==> src/common/dao_pkg.sv <==
// Shared constants, state type and decode helpers of the dual converter output stage
package dao_pkg;

	// ********************************************************************
	// Sizes and counts
	// ********************************************************************
	localparam int DAO_WIDTH   = 12;     // Result bits per channel, top bit is the MSB
	localparam int DAO_LATENCY = 5;      // Sample clock edges from sample to output word

	// ********************************************************************
	// Values after reset
	// ********************************************************************
	localparam logic DAO_RST_BIT  = 1'b0;
	localparam logic DAO_RST_OE_N = 1'b1; // Buses released until the pins are seen

	// ********************************************************************
	// Format pin levels, quantised by the front end
	// ********************************************************************
	localparam logic [1:0] DAO_LVL_GND        = 2'h0;
	localparam logic [1:0] DAO_LVL_THIRD      = 2'h1;
	localparam logic [1:0] DAO_LVL_TWO_THIRDS = 2'h2;
	localparam logic [1:0] DAO_LVL_SUPPLY     = 2'h3;

	// Channel power and drive modes
	typedef enum logic [1:0] {DAO_ST_NORMAL, DAO_ST_HIZ, DAO_ST_NAP, DAO_ST_SLEEP} dao_chan_state_e;

	// Two's complement at the two upper levels
	function automatic logic dao_twos_sel(input logic [1:0] lvl);
		return (lvl == DAO_LVL_TWO_THIRDS) || (lvl == DAO_LVL_SUPPLY);
	endfunction : dao_twos_sel

	// Duty stabilizer only at the two middle levels
	function automatic logic dao_dcs_sel(input logic [1:0] lvl);
		return (lvl == DAO_LVL_THIRD) || (lvl == DAO_LVL_TWO_THIRDS);
	endfunction : dao_dcs_sel

	// Mode from power-down and active-low enable
	function automatic dao_chan_state_e dao_chan_state(input logic pd, input logic oe_n);
		if (!pd && !oe_n)
			return DAO_ST_NORMAL;
		else if (!pd)
			return DAO_ST_HIZ;
		else if (!oe_n)
			return DAO_ST_NAP;
		else
			return DAO_ST_SLEEP;
	endfunction : dao_chan_state

endpackage : dao_pkg

==> src/common/dao_chan_if.sv <==
// Carrier from one channel sampler to the output stage
`timescale 1ns/1ns
`default_nettype none
interface dao_chan_if
	import dao_pkg::*;
#(
	parameter int W = DAO_WIDTH
);
	logic [W-1:0]    word;       // Formatted result
	logic            ovr;        // Over or under range of that result
	logic            drive;      // Channel wants its bus driven
	dao_chan_state_e state;      // Current mode
	logic            edge_seen;  // Pulse: a sample clock rise was taken
	logic            clk_level;  // Synchronised sample clock level

	modport chan (output word, ovr, drive, state, edge_seen, clk_level);
	modport top  (input  word, ovr, drive, state, edge_seen, clk_level);
endinterface : dao_chan_if
`default_nettype wire

==> src/design/dao_channel.sv <==
// Per-channel sampler: pin synchronisers, sample pipeline, mode decode, output format
`timescale 1ns/1ns
`default_nettype none
module dao_channel
	import dao_pkg::*;
#(
	parameter int W   = DAO_WIDTH,
	parameter int LAT = DAO_LATENCY
)
(
	// Clock and reset
	input  wire logic         clk,
	input  wire logic         arst_n,
	// Channel pins, asynchronous to clk
	input  wire logic         sample_clock,
	input  wire logic [W-1:0] sample_in,
	input  wire logic         over_in,
	input  wire logic         power_down,
	input  wire logic         output_enable_n,
	// Shared format, already on clk
	input  wire logic         twos_comp,
	// Results toward the output stage
	dao_chan_if.chan          ch
);

	logic         clk_s1, clk_s2, clk_s3;
	logic [W-1:0] data_s1, data_s2;
	logic         ovr_s1, ovr_s2;
	logic         pd_s1, pd_s2;
	logic         oe_s1, oe_s2;
	logic         edge_hit;
	logic [W-1:0] pipe_word [LAT];
	logic         pipe_ovr  [LAT];
	logic [W-1:0] trk_word;
	logic [3:0]   trk_cnt;

	// Two-flop synchronisers; data rides at the same depth as its clock
	always_ff @(posedge clk or negedge arst_n)
	begin
		if (!arst_n)
		begin
			clk_s1  <= DAO_RST_BIT;
			clk_s2  <= DAO_RST_BIT;
			clk_s3  <= DAO_RST_BIT;
			data_s1 <= {W{DAO_RST_BIT}};
			data_s2 <= {W{DAO_RST_BIT}};
			ovr_s1  <= DAO_RST_BIT;
			ovr_s2  <= DAO_RST_BIT;
			pd_s1   <= DAO_RST_BIT;
			pd_s2   <= DAO_RST_BIT;
			oe_s1   <= DAO_RST_OE_N;
			oe_s2   <= DAO_RST_OE_N;
		end
		else
		begin
			clk_s1  <= sample_clock;
			clk_s2  <= clk_s1;
			clk_s3  <= clk_s2;
			data_s1 <= sample_in;
			data_s2 <= data_s1;
			ovr_s1  <= over_in;
			ovr_s2  <= ovr_s1;
			pd_s1   <= power_down;
			pd_s2   <= pd_s1;
			oe_s1   <= output_enable_n;
			oe_s2   <= oe_s1;
		end
	end

	// Rising edge of the sample clock starts a sample
	assign edge_hit = clk_s2 & ~clk_s3; // RULE1

	// Pipeline stalls in nap and sleep, keeps running while only tri-stated
	always_ff @(posedge clk or negedge arst_n)
	begin
		if (!arst_n)
		begin
			for (int i = 0; i < LAT; i++)
			begin
				pipe_word[i] <= {W{DAO_RST_BIT}};
				pipe_ovr[i]  <= DAO_RST_BIT;
			end
		end
		else if (edge_hit && !pd_s2) // RULE6
		begin
			pipe_word[0] <= data_s2; // RULE1
			pipe_ovr[0]  <= ovr_s2;
			for (int i = 1; i < LAT; i++)
			begin
				pipe_word[i] <= pipe_word[i-1];
				pipe_ovr[i]  <= pipe_ovr[i-1];
			end
		end
	end

	// Output word after the pipeline; two's complement flips only the MSB
	always_ff @(posedge clk or negedge arst_n)
	begin
		if (!arst_n)
		begin
			ch.word <= {W{DAO_RST_BIT}};
			ch.ovr  <= DAO_RST_BIT;
		end
		else if (edge_hit && !pd_s2)
		begin
			ch.word <= {pipe_word[LAT-1][W-1] ^ twos_comp, pipe_word[LAT-1][W-2:0]}; // RULE15 RULE16 RULE9
			ch.ovr  <= pipe_ovr[LAT-1];
		end
	end

	// Mode, drive request and clock level for the output stage
	always_ff @(posedge clk or negedge arst_n)
	begin
		if (!arst_n)
		begin
			ch.state     <= DAO_ST_NORMAL;
			ch.drive     <= DAO_RST_BIT;
			ch.edge_seen <= DAO_RST_BIT;
			ch.clk_level <= DAO_RST_BIT;
		end
		else
		begin
			ch.state     <= dao_chan_state(pd_s2, oe_s2); // RULE5 RULE6 RULE7 RULE8
			ch.drive     <= !pd_s2 && !oe_s2;             // RULE5
			ch.edge_seen <= edge_hit;
			ch.clk_level <= clk_s2;
		end
	end

	// Checking aid: follows one sample through the pipeline
	always_ff @(posedge clk or negedge arst_n)
	begin
		if (!arst_n)
		begin
			trk_cnt  <= 4'h0;
			trk_word <= {W{DAO_RST_BIT}};
		end
		else if (edge_hit && !pd_s2)
		begin
			if (trk_cnt == 4'h0)
			begin
				trk_word <= data_s2;
				trk_cnt  <= 4'h1;
			end
			else if (trk_cnt == 4'(LAT))
				trk_cnt <= 4'h0;
			else
				trk_cnt <= trk_cnt + 4'h1;
		end
	end
endmodule : dao_channel
`default_nettype wire

==> src/design/dao_top.sv <==
// Top of the dual converter output stage: bus swap, format select, flag, ready clock
`timescale 1ns/1ns
`default_nettype none
// ************************************************************************
// What this block does
// (RULE1) Each channel samples on its clock rise
// (RULE2) Swap high: A to bus A, B to B
// (RULE3) Swap low: buses exchanged between channels
// (RULE4) Interleave by tying swap and clocks, slow
// (RULE5) Up and enabled: convert and drive bus
// (RULE6) Up, disabled: convert, bus released
// (RULE7) Down, enabled: nap, bus released
// (RULE8) Down, disabled: sleep, bus released
// (RULE9) Twelve-bit words, top bit is MSB
// (RULE10) Receiver latches data on ready clock fall
// (RULE11) Ready clock follows the channel B clock
// (RULE12) Flag high on either channel's range excess
// (RULE13) Ground offset binary; third adds stabilizer
// (RULE14) Two thirds twos+stabilizer; supply twos only
// (RULE15) Output word five clock edges after sample
// (RULE16) Two's complement inverts the offset MSB
// ************************************************************************
module dao_top
	import dao_pkg::*;
#(
	parameter int WIDTH   = DAO_WIDTH,
	parameter int LATENCY = DAO_LATENCY
)
(
	// Clock and reset
	input  wire logic             clk,
	input  wire logic             arst_n,
	// Channel A pins
	input  wire logic             chan_a_sample_clock,
	input  wire logic [WIDTH-1:0] chan_a_sample,
	input  wire logic             chan_a_over,
	input  wire logic             chan_a_power_down,
	input  wire logic             chan_a_output_enable_n,
	// Channel B pins
	input  wire logic             chan_b_sample_clock,
	input  wire logic [WIDTH-1:0] chan_b_sample,
	input  wire logic             chan_b_over,
	input  wire logic             chan_b_power_down,
	input  wire logic             chan_b_output_enable_n,
	// Shared selectors
	input  wire logic             bus_swap_select,
	input  wire logic [1:0]       format_level,
	// Output bus A
	output logic      [WIDTH-1:0] bus_a_word,
	output logic                  bus_a_word_oe_n,
	// Output bus B
	output logic      [WIDTH-1:0] bus_b_word,
	output logic                  bus_b_word_oe_n,
	// Flags, ready clock and status
	output logic                  range_exceeded_flag,
	output logic                  data_ready_clock,
	output logic                  duty_stabilizer_on,
	output logic      [1:0]       chan_a_state,
	output logic      [1:0]       chan_b_state
);

	// ********************************************************************
	// Declarations
	// ********************************************************************
	logic       swap_s1;
	logic       swap_s2;
	logic [1:0] fmt_s1;
	logic [1:0] fmt_s2;
	logic       twos_comp;

	dao_chan_if #(.W(WIDTH)) a_if ();
	dao_chan_if #(.W(WIDTH)) b_if ();

	// ********************************************************************
	// Channel samplers
	// ********************************************************************
	dao_channel #(
		.W   (WIDTH),
		.LAT (LATENCY)
	) u_chan_a (
		.clk             (clk),
		.arst_n          (arst_n),
		.sample_clock    (chan_a_sample_clock),
		.sample_in       (chan_a_sample),
		.over_in         (chan_a_over),
		.power_down      (chan_a_power_down),
		.output_enable_n (chan_a_output_enable_n),
		.twos_comp       (twos_comp),
		.ch              (a_if.chan)
	);

	dao_channel #(
		.W   (WIDTH),
		.LAT (LATENCY)
	) u_chan_b (
		.clk             (clk),
		.arst_n          (arst_n),
		.sample_clock    (chan_b_sample_clock),
		.sample_in       (chan_b_sample),
		.over_in         (chan_b_over),
		.power_down      (chan_b_power_down),
		.output_enable_n (chan_b_output_enable_n),
		.twos_comp       (twos_comp),
		.ch              (b_if.chan)
	);

	// ********************************************************************
	// Shared selector synchronisers
	// ********************************************************************
	// Same depth as the sample clocks, so a swap tied to the clocks stays aligned
	always_ff @(posedge clk or negedge arst_n)
	begin
		if (!arst_n)
		begin
			swap_s1 <= DAO_RST_BIT;
			swap_s2 <= DAO_RST_BIT;
			fmt_s1  <= DAO_LVL_GND;
			fmt_s2  <= DAO_LVL_GND;
		end
		else
		begin
			swap_s1 <= bus_swap_select; // RULE4
			swap_s2 <= swap_s1;
			fmt_s1  <= format_level;
			fmt_s2  <= fmt_s1;
		end
	end

	// Format and stabilizer decode; a format change mid-stream hits the next word
	always_ff @(posedge clk or negedge arst_n)
	begin
		if (!arst_n)
		begin
			twos_comp          <= DAO_RST_BIT;
			duty_stabilizer_on <= DAO_RST_BIT;
		end
		else
		begin
			twos_comp          <= dao_twos_sel(fmt_s2); // RULE13 RULE14
			duty_stabilizer_on <= dao_dcs_sel(fmt_s2);  // RULE13 RULE14
		end
	end

	// ********************************************************************
	// Output routing
	// ********************************************************************
	// Bus A: a released bus shows zeros so stale data never leaks
	always_ff @(posedge clk or negedge arst_n)
	begin
		if (!arst_n)
		begin
			bus_a_word      <= {WIDTH{DAO_RST_BIT}};
			bus_a_word_oe_n <= DAO_RST_OE_N;
		end
		else if (swap_s2)
		begin
			bus_a_word      <= a_if.drive ? a_if.word : {WIDTH{DAO_RST_BIT}}; // RULE2
			bus_a_word_oe_n <= !a_if.drive;                                 // RULE2 RULE6
		end
		else
		begin
			bus_a_word      <= b_if.drive ? b_if.word : {WIDTH{DAO_RST_BIT}}; // RULE3
			bus_a_word_oe_n <= !b_if.drive;                                 // RULE3 RULE7
		end
	end

	// Bus B: mirror of bus A
	always_ff @(posedge clk or negedge arst_n)
	begin
		if (!arst_n)
		begin
			bus_b_word      <= {WIDTH{DAO_RST_BIT}};
			bus_b_word_oe_n <= DAO_RST_OE_N;
		end
		else if (swap_s2)
		begin
			bus_b_word      <= b_if.drive ? b_if.word : {WIDTH{DAO_RST_BIT}}; // RULE2
			bus_b_word_oe_n <= !b_if.drive;                                 // RULE2 RULE8
		end
		else
		begin
			bus_b_word      <= a_if.drive ? a_if.word : {WIDTH{DAO_RST_BIT}}; // RULE3
			bus_b_word_oe_n <= !a_if.drive;                                 // RULE3 RULE5
		end
	end

	// ********************************************************************
	// Flag, ready clock and status
	// ********************************************************************
	// Combined range flag; a sleeping channel holds its last flag
	always_ff @(posedge clk or negedge arst_n)
	begin
		if (!arst_n)
			range_exceeded_flag <= DAO_RST_BIT;
		else
			range_exceeded_flag <= a_if.ovr || b_if.ovr; // RULE12
	end

	// Ready clock rises with the new words; its fall is half a period later
	always_ff @(posedge clk or negedge arst_n)
	begin
		if (!arst_n)
			data_ready_clock <= DAO_RST_BIT;
		else
			data_ready_clock <= b_if.clk_level; // RULE11 RULE10
	end

	// Mode status of both channels
	always_ff @(posedge clk or negedge arst_n)
	begin
		if (!arst_n)
		begin
			chan_a_state <= DAO_ST_NORMAL;
			chan_b_state <= DAO_ST_NORMAL;
		end
		else
		begin
			chan_a_state <= a_if.state;
			chan_b_state <= b_if.state;
		end
	end
endmodule : dao_top
`default_nettype wire

==> config.mk <==
export PLATFORM = sky130hd
export DESIGN_NAME = dao_top
export DESIGN_NICKNAME = d
export VERILOG_FILES = /design/src/common/dao_pkg.sv /design/src/common/dao_chan_if.sv /design/src/design/dao_channel.sv /design/src/design/dao_top.sv
export SDC_FILE = /design/constraint.sdc
export NUM_CORES = 1
export LEC_CHECK = 0
export BUFFER_PORTS_ARGS = -buffer_cell sky130_fd_sc_hd__clkbuf_2
export CAP_MARGIN = 20
export CORE_MARGIN = 2
export CORE_UTILIZATION = 50
export CTS_CLUSTER_SIZE = 14
export DETAILED_ROUTE_END_ITERATION = 6
export PLACE_DENSITY = 0.74
export SYNTH_ARGS = -nofsm -noshare
export SYNTH_HDL_FRONTEND = slang
export SYNTH_HIERARCHICAL = 1
export SYNTH_SLANG_ARGS = --single-unit
==> constraint.sdc <==
create_clock -name clk -period 1.51 [get_ports clk]
set_input_delay 0.2265 -clock clk [delete_from_list [all_inputs] [get_ports clk]]
set_output_delay 0.2265 -clock clk [all_outputs]
set_load 0.01 [all_outputs]
==> results.toml, run 1 <==
[outcome]
outcome = "completed"

[finish]
fill_cells = 1311
nets = 707
multiInputGateArea_sq_um = 2220
drive_above_1_share_pct = 37.7
final_area_sq_um = 11200
regArea_sq_um = 6710
finalNonFillerCells = 918
antenna_cells = 0
area_growth_pct = 22.8

[synthesis]
synth_area_per_cell_sq_um = 16.9
synthesis.nets = 580
ys_warn_count = 6
netlist_area_sq_um = 9120
syn-instance-count = 541

[detailed_routing]
routedWlPerCell_microns = 14.9
vias = 4484
drc = 0
drt_iter0_drc = 206
wirelength_mm = 13.7
final_antenna_net_count = 0
first_pass_iters = 4
routed_via_density = 4.88

[clock_network]
cts.path.max_buffers = 3
clk_latency_ps = 520
cts_tree = "yes"
cts_made_buffers = 27
clkTransAtPathRegs_ps = 60
clkSinkCount = 268
cts_root_buf = "clkbuf_16"
cts.htree.levels = 1

[floorplanning]
core_area_sq_um = 17900
dieArea_sq_um = 19300
die-width_microns = 139
rows = 49
die_h_microns = 139
initial_core_util_pct = 50.9
num_io_pins = 70

[global_routing]
grt_pass1_vias = 4617
grt_use_total_pct = 14.9
antenna_found_initial = 0
gr-total-overflow = 0
grt_first_pass_wirelength_mm = 23.8
grt_max_degree = 69

[flow_run]
cap_violations = 0

[sta]
hold_violations = 0
fin_ws_ps = 48.8
hold_slack_ps = 175
max_clock_freq_mhz = 684
worstMarginPinSlew_ps = 385
slew_violations = 0
timing.final.crit_share_pct = 96.8
maxSlewHeadroom_pct = 74.4
setup-violations-final = 0
rsz0062_at_grt = "yes"
fin_crit_ps = 1460
worst_clock_skew_ps = 4.22

[setup_path]
crit_path_cell_trace = "nor3b_4 > buf_12 > buf_16 > mux2_2"
crit_required_ps = 1910
critPathSlowestCell = "dfrtp_1"
crit_type = "flop to flop"
max_stage_delay_ps = 420
worstSetupEndpointType = "flop"
arrival_ps = 1860
startpoint_type = "flop"
worstPathMaxFanout = 24

[placement]
placedCellCount = 830
pre_cts_ws_ps = 51.2
port_buffers = 69
detailed_place.area_sq_um = 9860
hpwl_mm = 8.68
place.gp.congestion = 0.757

[power_and_ir_drop]
irDropWorstVdd_mv = 1.02
cellLeakagePower_nw = 5.11
pwr_density_cell_nw_per_um2 = 1730
fin_total_pwr_mw = 19.3

[hold_path]
hold_path.class = "primary input to async pin"
## flip-flops by register name, summed over array words and instances (netlist names), 12 cells and up
| signal | cells |
|---|---|
| u_chan_b/data_s1 | 12 |
| u_chan_a/pipe_word | 60 |
| bus_a_word | 12 |
| u_chan_b/data_s2 | 12 |
| u_chan_b/ch.word | 12 |
| bus_b_word | 12 |
| u_chan_a/data_s2 | 12 |
| u_chan_a/data_s1 | 12 |
| u_chan_a/ch.word | 12 |
| u_chan_b/pipe_word | 60 |
## layout make-up
| cell class | instances | area share (%) |
|---|---|---|
| multi-input cells | 240 | 19.8 |
| inverters | 2 | 0.0671 |
| clock buffers | 42 | 6.99 |
| well taps | 229 | 2.56 |
| flip-flops and latches | 268 | 60.0 |
| repair buffers | 129 | 9.26 |
| clock inverters | 8 | 1.33 |
## power breakdown
part,internal [mW],switching (mW),total (mW),leakage (nW)
combinational,1.51,0.833,2.35,1.41
clock,4.24,2.56,6.80,0.446
sequential,9.06,1.13,10.2,3.26
total,14.8,4.53,19.3,5.11
## layout by cell type, fill, tap and decap left out, types with 3 or more instances in the layout
cell	n
nand3_1	24
clkbuf_8	5
dfrtp_1	262
mux2_4	3
mux2_1	39
dfstp_2	6
buf_12	9
buf_4	12
bufinv_16	4
clkbuf_16	27
o21ai_0	22
clkbuf_2	68
dlygate4sd3_1	36
clkbuf_1	10
nand2_1	24
mux2_2	114
## through the flow
stage | TNS (ps) | utilization (%)
finish | 0 | 62.5
global route | -686 | 62.5
CTS | 0 | 62.3
detailed placement | 0 | 55.1
global placement | 0 | 55.1
floorplan | 0 | -
## path summary, 6_finish.rpt
path	from	endpoint	slack [ps]	cells after the start
max in group asynchronous	arst_n	u_chan_b/oe_s2	680	3
min	arst_n	u_chan_a/ch.state[0]	180	2
min in group clk	chan_a_sample[2]	u_chan_a/data_s1[2]	340	2
max reg2reg	u_chan_b/pd_s2	u_chan_b/pipe_ovr[3]	50	4
min reg2reg	swap_s1	swap_s2	350	0
max	u_chan_b/pd_s2	u_chan_b/pipe_ovr[3]	50	4
## worst max-delay path: cells and delay by family (launching register included)
| kind | cells | cell delay [ps] |
|---|---|---|
| flops | 1 | 420 |
| mux | 1 | 340 |
| buf+inv | 2 | 350 |
| simple gates | 1 | 220 |
## repair_timing
item,in CTS,in global routing
setup endpoints to repair,0,53
hold buffers,36,0
gates resized for setup,0,6
setup buffers,0,2
endpoints found under the hold margin,299,0
## per-layer routing
| metal | routed length [microns] | vias up | part of all wire, % | track usage (%) |
|---|---|---|---|---|
| met5 | 0 | - | 0 | 0 |
| met4 | 306 | 0 | 2.2 | 4.73 |
| met3 | 560 | 26 | 4.1 | 2.83 |
| met2 | 6400 | 86 | 47 | 23.2 |
| met1 | 6410 | 2264 | 47 | 21.6 |
| li1 | - | 2108 | - | - |
No activity file was read; power rests on OpenSTA's default activity.
==> run 2, diff against run 1 <==
--- a/config.mk
+++ b/config.mk
@@ -5,11 +5,11 @@
 export SDC_FILE = /design/constraint.sdc
 export NUM_CORES = 1
 export LEC_CHECK = 0
+export ABC_AREA = 1
 export BUFFER_PORTS_ARGS = -buffer_cell sky130_fd_sc_hd__clkbuf_2
 export CAP_MARGIN = 20
 export CORE_MARGIN = 2
 export CORE_UTILIZATION = 50
-export CTS_CLUSTER_SIZE = 14
 export DETAILED_ROUTE_END_ITERATION = 6
 export PLACE_DENSITY = 0.74
 export SYNTH_ARGS = -nofsm -noshare
==> results.toml, run 2 <==
[synthesis]
synthesis.nets = 963
netlist_area_sq_um = 9800
synth_area_per_cell_sq_um = 10.6
ys_warn_count = 6
syn-instance-count = 924

[detailed_routing]
top_layer = "met4"
dr_wl_met2_mm = 7.61
final_antenna_net_count = 0
drt_iter0_drc = 624
first_pass_iters = 5
met3_length_microns = 799
drc = 0
wirelength_mm = 16.7
routed_via_density = 5.06
vias = 6490
routedWlPerCell_microns = 13.0
met1_length_mm = 7.91

[clock_network]
clkSinkCount = 268
clkTransAtPathRegs_ps = 60
cts.path.max_buffers = 3
cts_setup_buffers = 0
cts_made_buffers = 25
cts_root_buf = "clkbuf_16"
cts_tree = "yes"
post_cts_resize_count = 0
clk_latency_ps = 510
cts.htree.levels = 1

[sta]
max_clock_freq_mhz = 729
timing.final.crit_share_pct = 90.9
hold_violations = 0
slew_violations = 0
worstMarginPinSlew_ps = 777
worst_clock_skew_ps = 11.4
fin_crit_ps = 1370
rsz0062_at_grt = "no"
maxSlewHeadroom_pct = 48.2
setup_tns_ps = 0
setup-violations-final = 0

[setup_path]
critPathSlowestCell = "dfstp_2"
crit_buf_inv = 1
arrival_ps = 1150
worstSetupEndpointType = "output port"
startpoint_type = "flop"
cpLargestDelayFamily = "flip-flops"
worstPathMaxFanout = 1
max_stage_delay_ps = 520
crit_type = "flop to output port"
crit_required_ps = 1280
crit_path_cell_trace = "clkbuf_2"

[placement]
detailed_place.area_sq_um = 10300
placedCellCount = 1200
port_buffers = 69
place.gp.congestion = 0.798
hpwl_mm = 9.40

[global_routing]
grt_max_degree = 79
gr-total-overflow = 0
grt_use_total_pct = 17.1
grt_first_pass_wirelength_mm = 29.2
antenna_found_initial = 0
grt_pass1_vias = 6023

[outcome]
outcome = "completed"

[floorplanning]
die-width_microns = 144
num_io_pins = 70
initial_core_util_pct = 50.7
core_area_sq_um = 19300
dieArea_sq_um = 20700
rows = 51
die_h_microns = 144

[finish]
finalNonFillerCells = 1282
final_area_sq_um = 11500
largestRegisters = "u_chan_a/pipe_word (60), u_chan_b/pipe_word (60)"
antenna_cells = 0
nets = 1037
drive_above_1_share_pct = 14.0
layout_common_cells = "nand2_1 (348), dfrtp_1 (260), nand4_1 (154)"
area_growth_pct = 17.1
final_common_cell = "nand2_1"

[hold_path]
hold_path.class = "primary input to async pin"

[power_and_ir_drop]
irDropWorstVdd_mv = 1.09
cellLeakagePower_nw = 5.99
pwr_density_cell_nw_per_um2 = 1430

[flow_run]
cap_violations = 0
==> run 2: path summary, 6_finish.rpt <==
kind	slack, ps	endpoint	depth (start not counted)	from
min reg2reg	350	u_chan_a/clk_s2	0	u_chan_a/clk_s1
max reg2reg	260	u_chan_a/pipe_word[19]	4	u_chan_a/pd_s2
max	140	bus_b_word_oe_n	1	bus_b_word_oe_n
min in group clk	350	u_chan_a/clk_s2	0	u_chan_a/clk_s1
max in group asynchronous	650	bus_b_word_oe_n	3	arst_n
min	210	u_chan_b/pipe_word[59]	2	arst_n
==> run 2: routing by layer <==
layer,vias up,track usage (%)
li1,3258,-
met5,-,0
met3,26,2.95
met1,3071,24.6
met2,135,27.3
met4,0,4.28
==> run 2: metrics by stage <==
stage	util (%)	power, mW	setup slack (ps)	hold WS (ps)
after CTS	59.4	16.6	118	198
after detailed placement	53.4	10.6	266	147
after floorplan	-	9.92	422	-69.1
after global placement	53.4	10.5	319	147
final	59.4	16.4	138	205
after global routing	59.4	17.4	93.5	223
==> run 2: final cells by class <==
cell class,count,area (sq um)
Fill cell,1577,7860
Sequential cell,268,6720
Multi-Input combinational cell,562,2590
Timing Repair Buffer,128,1000
Clock buffer,42,739
Tap cell,265,332
Clock inverter,4,48.8
Inverter,13,48.8
==> run 2: report_power, final <==
part	internal, mW	switching (mW)	total, mW	leakage [nW]
Sequential	8.27	0.629	8.90	3.40
Combinational	0.641	0.953	1.59	2.21
Clock	3.49	2.45	5.95	0.385
Total	12.4	4.03	16.4	5.99
==> run 2: what timing repair did <==
| action | 4_1_cts | 5_1_grt |
|---|---|---|
| hold buffers | 36 | 0 |
| hold endpoints to repair | 264 | 0 |
| endpoints found under the setup margin | 0 | 0 |
==> run 3, diff against run 2 <==
--- a/config.mk
+++ b/config.mk
@@ -6,12 +6,15 @@
 export NUM_CORES = 1
 export LEC_CHECK = 0
 export ABC_AREA = 1
+export ABC_CLOCK_PERIOD_IN_PS = 1510
 export BUFFER_PORTS_ARGS = -buffer_cell sky130_fd_sc_hd__clkbuf_2
 export CAP_MARGIN = 20
+export CELL_PAD_IN_SITES_DETAIL_PLACEMENT = 2
+export CELL_PAD_IN_SITES_GLOBAL_PLACEMENT = 2
 export CORE_MARGIN = 2
-export CORE_UTILIZATION = 50
+export CORE_UTILIZATION = 35
 export DETAILED_ROUTE_END_ITERATION = 6
-export PLACE_DENSITY = 0.74
+export PLACE_DENSITY = 0.77
 export SYNTH_ARGS = -nofsm -noshare
 export SYNTH_HDL_FRONTEND = slang
 export SYNTH_HIERARCHICAL = 1
==> results.toml, run 3 (synthesis gave the netlist of run 2 again) <==
[outcome]
outcome = "completed"

[global_routing]
grt_use_total_pct = 16.7
antenna_found_initial = 0
gr-total-overflow = 0
grt_first_pass_wirelength_mm = 39.8
grt_pass1_vias = 7551
grt_max_degree = 79

[setup_path]
startpoint_type = "flop"
crit_path_cell_trace = "clkbuf_2"
cpLargestDelayFamily = "flip-flops"
worstSetupEndpointType = "output port"
worstPathMaxFanout = 1
arrival_ps = 1190
crit_buf_inv = 1
max_stage_delay_ps = 520
crit_required_ps = 1280
critPathSlowestCell = "dfstp_2"
crit_type = "flop to output port"

[sta]
timing.final.crit_share_pct = 93.5
slew_violations = 0
hold_violations = 0
setup_tns_ps = 0
worst_clock_skew_ps = 23.4
rsz0062_at_grt = "no"
setup-violations-final = 0
max_clock_freq_mhz = 708
worstMarginPinSlew_ps = 414
fin_crit_ps = 1410
maxSlewHeadroom_pct = 72.4

[finish]
layout_common_cells = "nand2_1 (348), dfrtp_1 (260), nand4_1 (154)"
nets = 1045
final_area_sq_um = 11900
final_util_pct = 42.9
finalNonFillerCells = 1407
area_growth_pct = 21.2
largestRegisters = "u_chan_a/pipe_word (60), u_chan_b/pipe_word (60)"
drive_above_1_share_pct = 15.2
final_common_cell = "nand2_1"
antenna_cells = 0

[placement]
port_buffers = 69
hpwl_mm = 13.5
place.gp.congestion = 0.729
detailed_place.area_sq_um = 10500
placedCellCount = 1317

[flow_run]
cap_violations = 0

[floorplanning]
die_h_microns = 171
initial_core_util_pct = 35.4
die-width_microns = 171
rows = 61
num_io_pins = 70
core_area_sq_um = 27700
dieArea_sq_um = 29400

[clock_network]
clkTransAtPathRegs_ps = 60
cts_setup_buffers = 0
cts.path.max_buffers = 3
clk_latency_ps = 560
cts.htree.levels = 1
post_cts_resize_count = 0
cts_made_buffers = 29
cts_hold_buf = 36
cts_root_buf = "clkbuf_16"
cts_tree = "yes"
clkSinkCount = 268

[detailed_routing]
drt_iter0_drc = 538
first_pass_iters = 4
wirelength_mm = 23.5
met1_length_mm = 10.8
dr_wl_met2_mm = 11.6
top_layer = "met4"
drc = 0
vias = 6945
routed_via_density = 4.94
routedWlPerCell_microns = 16.7
met3_length_microns = 689
final_antenna_net_count = 0

[power_and_ir_drop]
pwr_density_cell_nw_per_um2 = 1520
cellLeakagePower_nw = 6.13
irDropWorstVdd_mv = 0.752

[hold_path]
hold_path.class = "primary input to async pin"
## run 3: changes by cell type in the layout (fill, tap and decap cells not counted)
cell	change
buf_12	+1
buf_4	+3
bufinv_16	+2
clkbuf_1	-2
clkbuf_16	+4
clkbuf_8	+4
inv_16	+1
inv_6	-1
## run 3: final timing paths
check / end / slack (ps) / from / cells after the start
min in group clk: u_chan_a/oe_s1 / 300 / chan_a_output_enable_n / 2
max reg2reg: u_chan_a/ch.word[11] / 210 / u_chan_a/clk_s2 / 5
min reg2reg: u_chan_a/data_s2[5] / 340 / u_chan_a/data_s1[5] / 0
max in group asynchronous: u_chan_a/oe_s2 / 690 / arst_n / 3
min: u_chan_b/data_s1[11] / 190 / arst_n / 2
max: bus_a_word_oe_n / 100 / bus_a_word_oe_n / 1
## run 3: area by class of cell
| type | instances | area, sq um |
|---|---|---|
| Fill cell | 2877 | 15800 |
| Tap cell | 378 | 473 |
| Inverter | 13 | 48.8 |
| Sequential cell | 268 | 6720 |
| Multi-Input combinational cell | 562 | 2590 |
| Timing Repair Buffer | 132 | 1040 |
| Clock buffer | 48 | 887 |
| Clock inverter | 6 | 120 |
## run 3: where the power goes
part	leakage (nW)	switching (mW)	internal [mW]
logic	2.23	1.07	0.652
clock network	0.494	2.83	4.51
registers	3.40	0.686	8.27
## run 3: metal layers
metal  GRT usage, %  vias up
met5              0        -
met4           3.61        0
met3           2.46       27
met2           28.5      109
met1           22.6     3548
li1               -     3261
## run 3: metrics by stage
stage                     total power, mW  hold WS (ps)  setup WS, ps
final                                18.0           194          98.1
after global routing                 19.0           209          54.7
after CTS                            18.3           183          62.6
after detailed placement             10.8           172           272
after global placement               10.6           170           282
after floorplan                      9.92         -69.1           422
